[src/inc/ats_resp_consts.svh]
// register offsets, field positions, reset values and encodings for the ats responder
`ifndef ATS_RESP_CONSTS_SVH
`define ATS_RESP_CONSTS_SVH
`define OFF_GLOBAL_CTRL 6'h00
`define OFF_STREAM_CFG 6'h04
`define OFF_OVERRIDE 6'h08
`define OFF_FIXED_ATTR 6'h0C
`define OFF_STATUS 6'h10
`define OFF_REQ_COUNT 6'h14
`define OFF_XLT_COUNT 6'h18
`define OFF_FAULT_COUNT 6'h1C
`define CFG_CONFIG_LSB 0
`define CFG_ATS_LSB 4
`define CFG_DSS_LSB 8
`define CFG_CDMAX_LSB 12
`define CFG_OVR_EN_BIT 20
`define CTRL_CHECK_BIT 0
`define CTRL_ATTR_BIT 1
`define ATS_FULL 2'h1
`define ATS_SPLIT 2'h2
`define DSS_BYPASS 2'h1
`define CFG_NESTED 3'h7
`define CFG_S2_ONLY 2'h2
`define CFG_BOTH 2'h3
`define RST_GLOBAL_CTRL 2'h0
`define RST_STREAM_CFG 21'h000000
`define RST_FIXED_ATTR 8'hFF
`define RST_OVERRIDE 8'h00
`define OUT_ADDR_BITS 6'h30
`define RESP_OKAY 2'h0
`define RESP_SLVERR 2'h2
`endif

[src/inc/ats_resp_pkg.sv]
// types shared by the ats split-stage responder
package ats_resp_pkg;
   typedef struct packed
   {
      logic [63:0] addr;
      logic no_write;
      logic pasid_present;
      logic exe_req;
      logic priv_req;
   } xlat_req_t;
   typedef struct packed
   {
      logic [63:0] addr;
      logic [5:0] size_log2;
      logic [7:0] attr;
      logic untranslated;
      logic rd;
      logic wr;
      logic exe;
      logic priv;
      logic no_snoop;
      logic abort;
   } xlat_cpl_t;
   typedef struct packed
   {
      logic [63:0] out_addr;
      logic [5:0] size_log2;
      logic [7:0] attr;
      logic rd;
      logic wr;
      logic exe;
      logic fault;
   } walk_res_t;
   typedef struct packed
   {
      logic [63:0] addr;
      logic [7:0] attr;
      logic is_write;
   } xlated_txn_t;
   typedef struct packed
   {
      logic [63:0] addr;
      logic [7:0] attr;
      logic is_write;
      logic fault;
   } out_txn_t;
   typedef enum logic [4:0]
   {
      ST_IDLE = 5'b00001,
      ST_S1 = 5'b00010,
      ST_S2 = 5'b00100,
      ST_CPL = 5'b01000,
      ST_TXN = 5'b10000
   } state_t;
endpackage

[src/logic/ats_split_stage_responder.sv]
// ats translation request and translated transaction responder with axi4-lite registers
// What this block does
// - split mode, check on, nested config: completion carries intermediate address.
// - split completion address is stage 1 result, not the combined address.
// - split completion attribute yields combined attribute after stage 2.
// - nested or split permissions combine both stages, limited to request.
// - size at most smaller of stage 1 and stage 2 sizes; return maximum.
// - full mode translated transaction passes straight out as physical address.
// - split mode translated transaction goes through stage 2 and may fault.
// - with check enabled every translated transaction is checked against stream entry.
// - non-pasid traffic skips stage 1 under full mode with bypass select.
// - skip with stage 2 on: stage 2 only, return physical address.
// - skipped stage 1 attribute is fixed input, overridden, combined with stage 2.
// - skip with stage 2 off: identity completion, u=0, r=1, w=1.
// - identity completion size covers request, up to output address size.
// - skip case completions clear execute and privileged indications.
// - full skip attribute is fixed input with overrides, encoded at request.
// - split skip case: request address is intermediate, identity completion, u=0.
// - split skip read and write come from stage 2, limited to request.
// - split skip size at most stage 2 size; return maximum.
// - split skip attribute yields overridden input combined with stage 2.
// - with check enabled, later intermediate-address translated accesses use stage 2 only.
// - no-snoop in every completion is always zero.
//
// Added by the designer: register access over AXI4-Lite and the register addresses.
module ats_split_stage_responder
(
   input wire logic aclk,
   input wire logic aresetn,
   // axi4-lite slave
   input wire logic [5:0] s_axi_awaddr,
   input wire logic s_axi_awvalid,
   output logic s_axi_awready,
   input wire logic [31:0] s_axi_wdata,
   input wire logic [3:0] s_axi_wstrb,
   input wire logic s_axi_wvalid,
   output logic s_axi_wready,
   output logic [1:0] s_axi_bresp,
   output logic s_axi_bvalid,
   input wire logic s_axi_bready,
   input wire logic [5:0] s_axi_araddr,
   input wire logic s_axi_arvalid,
   output logic s_axi_arready,
   output logic [31:0] s_axi_rdata,
   output logic [1:0] s_axi_rresp,
   output logic s_axi_rvalid,
   input wire logic s_axi_rready,
   // translation request and completion
   input wire logic req_valid,
   input wire ats_resp_pkg::xlat_req_t req,
   output logic req_ready,
   output logic cpl_valid,
   output ats_resp_pkg::xlat_cpl_t cpl,
   input wire logic cpl_ready,
   // translated transactions
   input wire logic txn_valid,
   input wire ats_resp_pkg::xlated_txn_t txn,
   output logic txn_ready,
   output logic out_valid,
   output ats_resp_pkg::out_txn_t out_txn,
   input wire logic out_ready,
   // table walker, one stage per query
   output logic walk_valid,
   output logic walk_stage2,
   output logic [63:0] walk_addr,
   input wire logic walk_done,
   input wire ats_resp_pkg::walk_res_t walk_res
);
`include "ats_resp_consts.svh"

   // ********************************
   // attribute combination
   // ********************************
   // weaker of two attributes per nibble: lower code means less cacheable
   function automatic logic [7:0] attr_combine(input logic [7:0] a, input logic [7:0] b);
      logic [3:0] hi;
      logic [3:0] lo;
      hi = (a[7:4] < b[7:4]) ? a[7:4] : b[7:4];
      lo = (a[3:0] < b[3:0]) ? a[3:0] : b[3:0];
      return {hi, lo};
   endfunction

   function automatic logic [5:0] size_min(input logic [5:0] a, input logic [5:0] b);
      return (a < b) ? a : b;
   endfunction

   // ********************************
   // registers
   // ********************************
   logic [1:0] gctrl_q;
   logic [20:0] scfg_q;
   logic [7:0] ovr_q;
   logic [7:0] fixed_q;
   logic [31:0] req_cnt_q;
   logic [31:0] xlt_cnt_q;
   logic [31:0] flt_cnt_q;
   logic misconfig_q;

   wire check_en = gctrl_q[`CTRL_CHECK_BIT];
   wire attr_en = gctrl_q[`CTRL_ATTR_BIT];
   wire [2:0] cfg = scfg_q[`CFG_CONFIG_LSB +: 3];
   wire [1:0] ats_mode = scfg_q[`CFG_ATS_LSB +: 2];
   wire [1:0] dss = scfg_q[`CFG_DSS_LSB +: 2];
   wire [4:0] cdmax = scfg_q[`CFG_CDMAX_LSB +: 5];
   wire ovr_en = scfg_q[`CFG_OVR_EN_BIT];
   wire [7:0] in_attr = ovr_en ? ovr_q : fixed_q;

   // ********************************
   // mode decode
   // ********************************
   // split mode with check disabled is a software fault; treated as full mode except on the split skip path
   wire split_mode = (ats_mode == `ATS_SPLIT) && check_en && (cfg == `CFG_NESTED);
   wire full_skip = cfg[0] && (ats_mode == `ATS_FULL) && (cdmax != 5'h00)
      && (dss == `DSS_BYPASS);
   wire split_skip = (cfg[1:0] == `CFG_BOTH) && (ats_mode == `ATS_SPLIT)
      && (cdmax != 5'h00) && (dss == `DSS_BYPASS);
   wire s2_en = cfg[1];

   // ********************************
   // axi4-lite slave
   // ********************************
   logic aw_held_q;
   logic w_held_q;
   logic [5:0] aw_addr_q;
   logic [31:0] w_data_q;
   logic [3:0] w_strb_q;
   wire wr_fire = aw_held_q && w_held_q && !s_axi_bvalid;
   wire [31:0] wmask = {{8{w_strb_q[3]}}, {8{w_strb_q[2]}}, {8{w_strb_q[1]}}, {8{w_strb_q[0]}}};
   wire [31:0] wmerge_ctrl = ({30'h0, gctrl_q} & ~wmask) | (w_data_q & wmask);
   wire [31:0] wmerge_cfg = ({11'h0, scfg_q} & ~wmask) | (w_data_q & wmask);
   wire [31:0] wmerge_ovr = ({24'h0, ovr_q} & ~wmask) | (w_data_q & wmask);
   wire [31:0] wmerge_fix = ({24'h0, fixed_q} & ~wmask) | (w_data_q & wmask);
   wire wr_known = (aw_addr_q == `OFF_GLOBAL_CTRL) || (aw_addr_q == `OFF_STREAM_CFG)
      || (aw_addr_q == `OFF_OVERRIDE) || (aw_addr_q == `OFF_FIXED_ATTR);
   wire [5:0] ra = s_axi_araddr;
   wire rd_known = (ra <= `OFF_FAULT_COUNT) && (ra[1:0] == 2'h0);
   logic [31:0] rd_mux;
   always_comb
   begin
      unique case (ra)
         `OFF_GLOBAL_CTRL: rd_mux = {30'h0, gctrl_q};
         `OFF_STREAM_CFG: rd_mux = {11'h0, scfg_q};
         `OFF_OVERRIDE: rd_mux = {24'h0, ovr_q};
         `OFF_FIXED_ATTR: rd_mux = {24'h0, fixed_q};
         `OFF_STATUS: rd_mux = {28'h0, misconfig_q, split_skip, full_skip, split_mode};
         `OFF_REQ_COUNT: rd_mux = req_cnt_q;
         `OFF_XLT_COUNT: rd_mux = xlt_cnt_q;
         `OFF_FAULT_COUNT: rd_mux = flt_cnt_q;
         default: rd_mux = 32'h0;
      endcase
   end

   always_ff @(posedge aclk)
   begin
      if (!aresetn)
      begin
         aw_held_q <= 1'b0;
         w_held_q <= 1'b0;
         aw_addr_q <= 6'h00;
         w_data_q <= 32'h0;
         w_strb_q <= 4'h0;
         s_axi_awready <= 1'b0;
         s_axi_wready <= 1'b0;
         s_axi_bvalid <= 1'b0;
         s_axi_bresp <= `RESP_OKAY;
         s_axi_arready <= 1'b0;
         s_axi_rvalid <= 1'b0;
         s_axi_rdata <= 32'h0;
         s_axi_rresp <= `RESP_OKAY;
      end
      else
      begin
         s_axi_awready <= !aw_held_q && !s_axi_awready && s_axi_awvalid;
         s_axi_wready <= !w_held_q && !s_axi_wready && s_axi_wvalid;
         if (s_axi_awvalid && s_axi_awready)
         begin
            aw_held_q <= 1'b1;
            aw_addr_q <= s_axi_awaddr;
         end
         if (s_axi_wvalid && s_axi_wready)
         begin
            w_held_q <= 1'b1;
            w_data_q <= s_axi_wdata;
            w_strb_q <= s_axi_wstrb;
         end
         if (wr_fire)
         begin
            aw_held_q <= 1'b0;
            w_held_q <= 1'b0;
            s_axi_bvalid <= 1'b1;
            s_axi_bresp <= wr_known ? `RESP_OKAY : `RESP_SLVERR;
         end
         else if (s_axi_bready)
            s_axi_bvalid <= 1'b0;
         s_axi_arready <= !s_axi_arready && !s_axi_rvalid && s_axi_arvalid;
         if (s_axi_arvalid && s_axi_arready)
         begin
            s_axi_rvalid <= 1'b1;
            s_axi_rdata <= rd_mux;
            s_axi_rresp <= rd_known ? `RESP_OKAY : `RESP_SLVERR;
         end
         else if (s_axi_rready)
            s_axi_rvalid <= 1'b0;
      end
   end

   always_ff @(posedge aclk)
   begin
      if (!aresetn)
      begin
         gctrl_q <= `RST_GLOBAL_CTRL;
         scfg_q <= `RST_STREAM_CFG;
         ovr_q <= `RST_OVERRIDE;
         fixed_q <= `RST_FIXED_ATTR;
      end
      else if (wr_fire)
      begin
         if (aw_addr_q == `OFF_GLOBAL_CTRL)
            gctrl_q <= wmerge_ctrl[1:0];
         if (aw_addr_q == `OFF_STREAM_CFG)
            scfg_q <= wmerge_cfg[20:0];
         if (aw_addr_q == `OFF_OVERRIDE)
            ovr_q <= wmerge_ovr[7:0];
         if (aw_addr_q == `OFF_FIXED_ATTR)
            fixed_q <= wmerge_fix[7:0];
      end
   end

   // ********************************
   // translation engine
   // ********************************
   ats_resp_pkg::state_t state_q;
   ats_resp_pkg::xlat_req_t req_q;
   ats_resp_pkg::xlated_txn_t txn_q;
   ats_resp_pkg::walk_res_t s1_q;
   logic skip_q;

   // requests without pasid take the skip paths when full_skip or split_skip is set; pasid traffic walks normally
   wire no_pasid = !req.pasid_present;
   wire id_map = no_pasid && full_skip && !s2_en;
   wire s2_only_req = no_pasid && (split_skip || (full_skip && s2_en));
   wire [5:0] ident_size = `OUT_ADDR_BITS;
   wire wr_grant_s2 = walk_res.wr && !req_q.no_write;
   wire [7:0] s2_attr_skip = attr_combine(in_attr, walk_res.attr);
   wire [7:0] nest_attr = attr_combine(s1_q.attr, walk_res.attr);
   wire [7:0] txn_in_attr = attr_en ? txn_q.attr : fixed_q;
   wire [63:0] nest_addr = split_mode ? s1_q.out_addr : walk_res.out_addr;

   always_ff @(posedge aclk)
   begin
      if (!aresetn)
      begin
         state_q <= ats_resp_pkg::ST_IDLE;
         req_q <= '0;
         txn_q <= '0;
         s1_q <= '0;
         skip_q <= 1'b0;
         req_ready <= 1'b0;
         txn_ready <= 1'b0;
         cpl_valid <= 1'b0;
         cpl <= '0;
         out_valid <= 1'b0;
         out_txn <= '0;
         walk_valid <= 1'b0;
         walk_stage2 <= 1'b0;
         walk_addr <= 64'h0;
         req_cnt_q <= 32'h0;
         xlt_cnt_q <= 32'h0;
         flt_cnt_q <= 32'h0;
         misconfig_q <= 1'b0;
      end
      else
      begin
         req_ready <= 1'b0;
         txn_ready <= 1'b0;
         if (cpl_valid && cpl_ready)
            cpl_valid <= 1'b0;
         if (out_valid && out_ready)
            out_valid <= 1'b0;
         if (walk_valid && walk_done)
            walk_valid <= 1'b0;
         // split mode without check enable is flagged, and honoured only on the split skip path
         misconfig_q <= (ats_mode == `ATS_SPLIT) && !check_en;
         unique case (state_q)
            ats_resp_pkg::ST_IDLE:
            begin
               if (req_valid && !cpl_valid)
               begin
                  req_ready <= 1'b1;
                  req_q <= req;
                  req_cnt_q <= req_cnt_q + 32'h1;
                  skip_q <= s2_only_req;
                  if (id_map)
                  begin
                     cpl <= '0;
                     cpl.addr <= req.addr;
                     cpl.size_log2 <= ident_size;
                     cpl.attr <= in_attr;
                     cpl.rd <= 1'b1;
                     cpl.wr <= 1'b1;
                     cpl_valid <= 1'b1;
                     state_q <= ats_resp_pkg::ST_CPL;
                  end
                  else
                  begin
                     walk_valid <= 1'b1;
                     walk_stage2 <= s2_only_req || !cfg[0];
                     walk_addr <= req.addr;
                     state_q <= (s2_only_req || !cfg[0]) ? ats_resp_pkg::ST_S2
                        : ats_resp_pkg::ST_S1;
                  end
               end
               else if (txn_valid && !out_valid)
               begin
                  txn_ready <= 1'b1;
                  txn_q <= txn;
                  xlt_cnt_q <= xlt_cnt_q + 32'h1;
                  if (check_en && ats_mode == `ATS_SPLIT)
                  begin
                     walk_valid <= 1'b1;
                     walk_stage2 <= 1'b1;
                     walk_addr <= txn.addr;
                     state_q <= ats_resp_pkg::ST_TXN;
                  end
                  else
                  begin
                     out_valid <= 1'b1;
                     out_txn.addr <= txn.addr;
                     out_txn.attr <= attr_en ? txn.attr : fixed_q;
                     out_txn.is_write <= txn.is_write;
                     // stream not enabled for ats is refused when checking
                     out_txn.fault <= check_en && (ats_mode != `ATS_FULL);
                  end
               end
            end
            ats_resp_pkg::ST_S1:
            begin
               if (walk_done)
               begin
                  s1_q <= walk_res;
                  if (walk_res.fault || !s2_en)
                  begin
                     cpl <= '0;
                     cpl.addr <= walk_res.out_addr;
                     cpl.size_log2 <= walk_res.size_log2;
                     cpl.attr <= walk_res.attr;
                     cpl.rd <= walk_res.rd && !walk_res.fault;
                     cpl.wr <= walk_res.wr && !req_q.no_write && !walk_res.fault;
                     cpl.exe <= walk_res.exe && req_q.exe_req && !walk_res.fault;
                     cpl.priv <= req_q.priv_req;
                     cpl_valid <= 1'b1;
                     state_q <= ats_resp_pkg::ST_CPL;
                  end
                  else
                  begin
                     walk_valid <= 1'b1;
                     walk_stage2 <= 1'b1;
                     walk_addr <= walk_res.out_addr;
                     state_q <= ats_resp_pkg::ST_S2;
                  end
               end
            end
            ats_resp_pkg::ST_S2:
            begin
               if (walk_done)
               begin
                  cpl <= '0;
                  cpl_valid <= 1'b1;
                  state_q <= ats_resp_pkg::ST_CPL;
                  if (skip_q || !cfg[0])
                  begin
                     // split skip returns the intermediate address unchanged
                     cpl.addr <= (split_skip && !req_q.pasid_present) ? req_q.addr
                        : walk_res.out_addr;
                     cpl.size_log2 <= walk_res.size_log2;
                     cpl.attr <= s2_attr_skip;
                     cpl.rd <= walk_res.rd && !walk_res.fault;
                     cpl.wr <= wr_grant_s2 && !walk_res.fault;
                  end
                  else
                  begin
                     cpl.addr <= nest_addr;
                     cpl.size_log2 <= size_min(s1_q.size_log2, walk_res.size_log2);
                     cpl.attr <= nest_attr;
                     cpl.rd <= s1_q.rd && walk_res.rd && !walk_res.fault;
                     cpl.wr <= s1_q.wr && walk_res.wr && !req_q.no_write
                        && !walk_res.fault;
                     cpl.exe <= s1_q.exe && walk_res.exe && req_q.exe_req
                        && !walk_res.fault;
                     cpl.priv <= req_q.priv_req;
                  end
               end
            end
            ats_resp_pkg::ST_CPL:
            begin
               if (!cpl_valid)
                  state_q <= ats_resp_pkg::ST_IDLE;
            end
            ats_resp_pkg::ST_TXN:
            begin
               if (walk_done)
               begin
                  out_valid <= 1'b1;
                  out_txn.addr <= walk_res.out_addr;
                  out_txn.attr <= attr_combine(txn_in_attr, walk_res.attr);
                  out_txn.is_write <= txn_q.is_write;
                  out_txn.fault <= walk_res.fault || (txn_q.is_write ? !walk_res.wr
                     : !walk_res.rd);
                  if (walk_res.fault)
                     flt_cnt_q <= flt_cnt_q + 32'h1;
                  state_q <= ats_resp_pkg::ST_IDLE;
               end
            end
            default:
               state_q <= ats_resp_pkg::ST_IDLE;
         endcase
      end
   end
endmodule

[config.mk]
export PLATFORM = sky130hd
export DESIGN_NAME = ats_split_stage_responder
export DESIGN_NICKNAME = d
export VERILOG_FILES = /design/src/inc/ats_resp_pkg.sv /design/src/logic/ats_split_stage_responder.sv
export VERILOG_INCLUDE_DIRS = /design/src /design/src/inc
export SDC_FILE = /design/constraint.sdc
export NUM_CORES = 2
export LEC_CHECK = 0
export BUFFER_PORTS_ARGS = -buffer_cell sky130_fd_sc_hd__buf_2
export CORE_MARGIN = 3
export CORE_UTILIZATION = 40
export CTS_BUF_LIST = sky130_fd_sc_hd__clkbuf_2 sky130_fd_sc_hd__clkbuf_4 sky130_fd_sc_hd__clkbuf_8
export CTS_CLUSTER_DIAMETER = 120
export DETAILED_ROUTE_END_ITERATION = 8
export GPL_ROUTABILITY_DRIVEN = 0
export PLACE_DENSITY = 0.71
export SYNTH_ARGS = -nofsm -noshare
export SYNTH_HDL_FRONTEND = slang
export SYNTH_SLANG_ARGS = --single-unit
[constraint.sdc]
create_clock -name aclk -period 3.2 [get_ports aclk]
set_input_delay 0.48 -clock aclk [delete_from_list [all_inputs] [get_ports aclk]]
set_output_delay 0.48 -clock aclk [all_outputs]
set_load 0.05 [all_outputs]
==> results by group <==
Floorplanning
  • Die Span Y: 270 um
  • Die ar.: 0.0730 mm2
  • Row count: 96
  • Chip width: 270 um
  • Num ports: 553
  • Core area: between 0.06 and 0.07 mm2
  • Initial Util: 0.405

Clocking
  • Root buf cell: clkbuf_8
  • CTS tree: built
  • Clk sinks: roughly 600
  • Clock transition at path regs: 0.06 ns
  • CTS buffer count: a little over 100
  • H-tree level count: 3
  • Clock Latency Late Sink: about 0.73 ns
  • Clock tree buffer depth: 3
  • Resize count post-CTS: 0

STA
  • Peak Freq: 0.354 GHz
  • # setup viols final: 0
  • RSZ-0062 raised after global routing: false
  • Post-Route Skew: 0.0654 ns
  • Setup_tns: 0 ns
  • Rel. slew slack: 0.349
  • Final Slew Violations: 0
  • Final Cycle Share: 0.882
  • Worst-Margin Slew: 0.977 ns
  • Final Hold Fails: 0
  • Fin crit period: roughly 2.8 ns
  • Final hold slack: 0.0553 ns

Logic synthesis
  • Post-synth top area cell: dfxtp_1
  • Synth warnings: 0
  • Seq cells post-synth: 597
  • Avg Inst Size Synth: between 8 and 9 um2
  • Synth async-reset ratio: 0
  • Mapped cell area: 0.0279 mm2
  • Share of the synthesized area in the top cell type: 0.428
  • Seq/Total Area, Yosys: 0.428
  • Mapped Cells: approximately 3,400
  • EDFF count, synth: 0
  • Count of cell types in the netlist: 75
  • Synth area leaders: dfxtp_1 43%, nand2_1 9.3%, a21oi_1 6.8%, nor2_1 3.9%, mux2i_1 3.7%
  • Ys flop type: dfxtp_1

Routing
  • Drt drc: 0
  • Met2 WL: 48,100 um
  • Met1 wire length: 42,900 um
  • Final WL: 104,000 um
  • Routed vias/inst: 5.79
  • Via count: 28,754
  • DR top layer: met5
  • 1st-iter DRT viols: 2,808
  • Wire per inst: approximately 21 um
  • WL met3: 8890 um
  • Drt first pass iters: 9
  • Antenna Nets Post-Route: 0

Placement
  • Placed insts: 4,675
  • I/O Buffers: around 540
  • Dpl cell area: roughly 0.032 mm2
  • Hpwl dp: 69,500 um

GRT
  • Initial antenna violation count: 21
  • First-pass GRT wire length: 159,000 um
  • Vias in the first global route: approximately 27,000
  • GRT Resource Usage Total: 0.273
  • Largest net degree at the start of global routing: 131
  • Global route total overflow: 0

Power
  • Power density cells: 516 mW/mm2
  • Static leakage: 14.3 nW
  • Worst vdd ir: 0.320 mV

Final layout
  • Area of the multi-input gates: 0.0148 mm2
  • # nets final: approximately 4,200
  • Fillers: 6,496
  • Area delta synth->final: 24.7%
  • Final Instance Area: 0.0348 mm2
  • Layout cells sized above 1: 0.231
  • FF/Latch Area: 0.0120 mm2
  • Non-Filler Instances: a little under 5,000

Run status
  • Status: finished clean

Run
  • Max-Cap Viols: 0

Worst setup path
  • Critical Path RT: 3.82 ns
  • Crit end category: register
  • Critical path peak fanout: 64
  • Startpoint types: register
  • Critical Path AT: 3.44 ns
  • WS Path Type: reg -> reg

Min path
  • Hold/Removal Path Class: in -> reg
==> per-layer routing <==
| layer | global-route usage | up-vias |
|---|---|---|
| met3 | 0.0590 | 270 |
| li1 | - | 13364 |
| met4 | 0.115 | 8 |
| met2 | 0.446 | 1402 |
| met5 | 0 | - |
| met1 | 0.348 | 13710 |
==> cells by family (layout without fill, tap and decap cells) <==
family	Yosys count	count (layout)	synth area share
adder cells (fa/ha/maj)	26	26	0.0117
XOR/XNOR	78	78	0.0245
other	1	21	0.000134
multiplexers	118	118	0.0430
AO/OA/AOI/OAI	1049	1049	0.257
buffers and inverters	312	909	0.0457
flip-flops	597	597	0.428
AND/OR/NAND/NOR	1235	1235	0.189
==> placed cells by master, fill, tap and decap left out, types with 76 or more instances in the layout <==
cell type and instances:
a211oi_1 76, a21oi_1 378, a22o_1 91, buf_2 534
clkbuf_8 136, dfxtp_1 595, dlygate4sd3_1 88, mux2i_1 103
nand2_1 684, nor2_1 287, o21ai_0 164
==> final cells by class <==
cell class / count / area share
inverters: 30 / 0.00345
multi-input cells: 2511 / 0.426
clock buffers: 159 / 0.0588
clock inverters: 26 / 0.00877
diodes: 16 / 0.00115
flip-flops and latches: 597 / 0.344
well taps: 931 / 0.0335
repair buffers: 694 / 0.125
==> Yosys cell counts, types with 7 or more instances <==
cell type / instances
ha_1: 26
nand4_1: 37
nand2_1: 688
nor3_1: 21
o211ai_1: 9
clkbuf_1: 219
o21ai_0: 164
o221a_2: 66
a31o_2: 7
nor2_1: 293
nor2b_1: 11
a31oi_1: 11
or3_1: 21
a21oi_1: 378
buf_4: 13
xnor2_1: 28
mux2_2: 15
a222oi_1: 15
nand2b_1: 22
a211oi_1: 76
dfxtp_1: 597
a2bb2oi_1: 8
inv_1: 29
nand3_1: 66
a221oi_1: 66
o2111ai_1: 7
mux2i_1: 103
nor4_1: 8
and2_1: 15
a22o_1: 91
o21ai_1: 36
a311o_1: 64
and3_1: 14
xor2_1: 50
and4_1: 9
a22oi_1: 19
a221oi_2: 10
buf_2: 45
==> through the flow <==
step | util | setup slack [ns] | total power, mW
5_1_grt | 0.506 | 0.105 | 18.6
3_5_place_dp | 0.458 | 0.457 | 10.1
2_1_floorplan | - | 0.702 | 9.33
3_3_place_gp | 0.458 | 0.465 | 10.1
6_report | 0.506 | 0.377 | 18.0
4_1_cts | 0.505 | 0.412 | 18.0
==> registers in the layout, indices dropped and copies added (netlist names), 3 cells and up, named ones only <==
register     count
aw_addr_q        6
cpl             82
flt_cnt_q       32
out_txn         74
req_cnt_q       32
req_q           68
s1_q            81
s_axi_rdata     32
state_q          5
txn_q            9
w_data_q        21
w_strb_q         3
walk_addr       64
xlt_cnt_q       32
==> critical path, stage by stage (launching register included) <==
cell      delay, ns
dfxtp_4        0.48
nor2_1         0.40
nand2_1        0.27
o211ai_1       0.41
o211a_4        0.43
buf_12         0.31
o21ai_0        0.13
a21oi_1        0.19
==> final timing paths <==
kind,startpoint,to,slack (ns),cells after the start
setup / recovery,state_q[1],cpl[23],0.38,7
hold / removal,req[33],req_q[33],0.06,3
setup reg to reg,state_q[1],cpl[23],0.38,7
hold reg to reg,req_q[0],cpl[2],0.44,2
==> power breakdown <==
group / switching, mW / internal (mW)
Clock: 3.38 / 4.50
Combinational: 1.59 / 0.685
Sequential: 0.141 / 7.67
Total: 5.12 / 12.9
==> what timing repair did <==
item	in CTS	in global routing
hold endpoints to repair	88	0
hold buffers	88	0
buffers inserted	0	0
No activity file was read; power rests on OpenSTA's default activity.
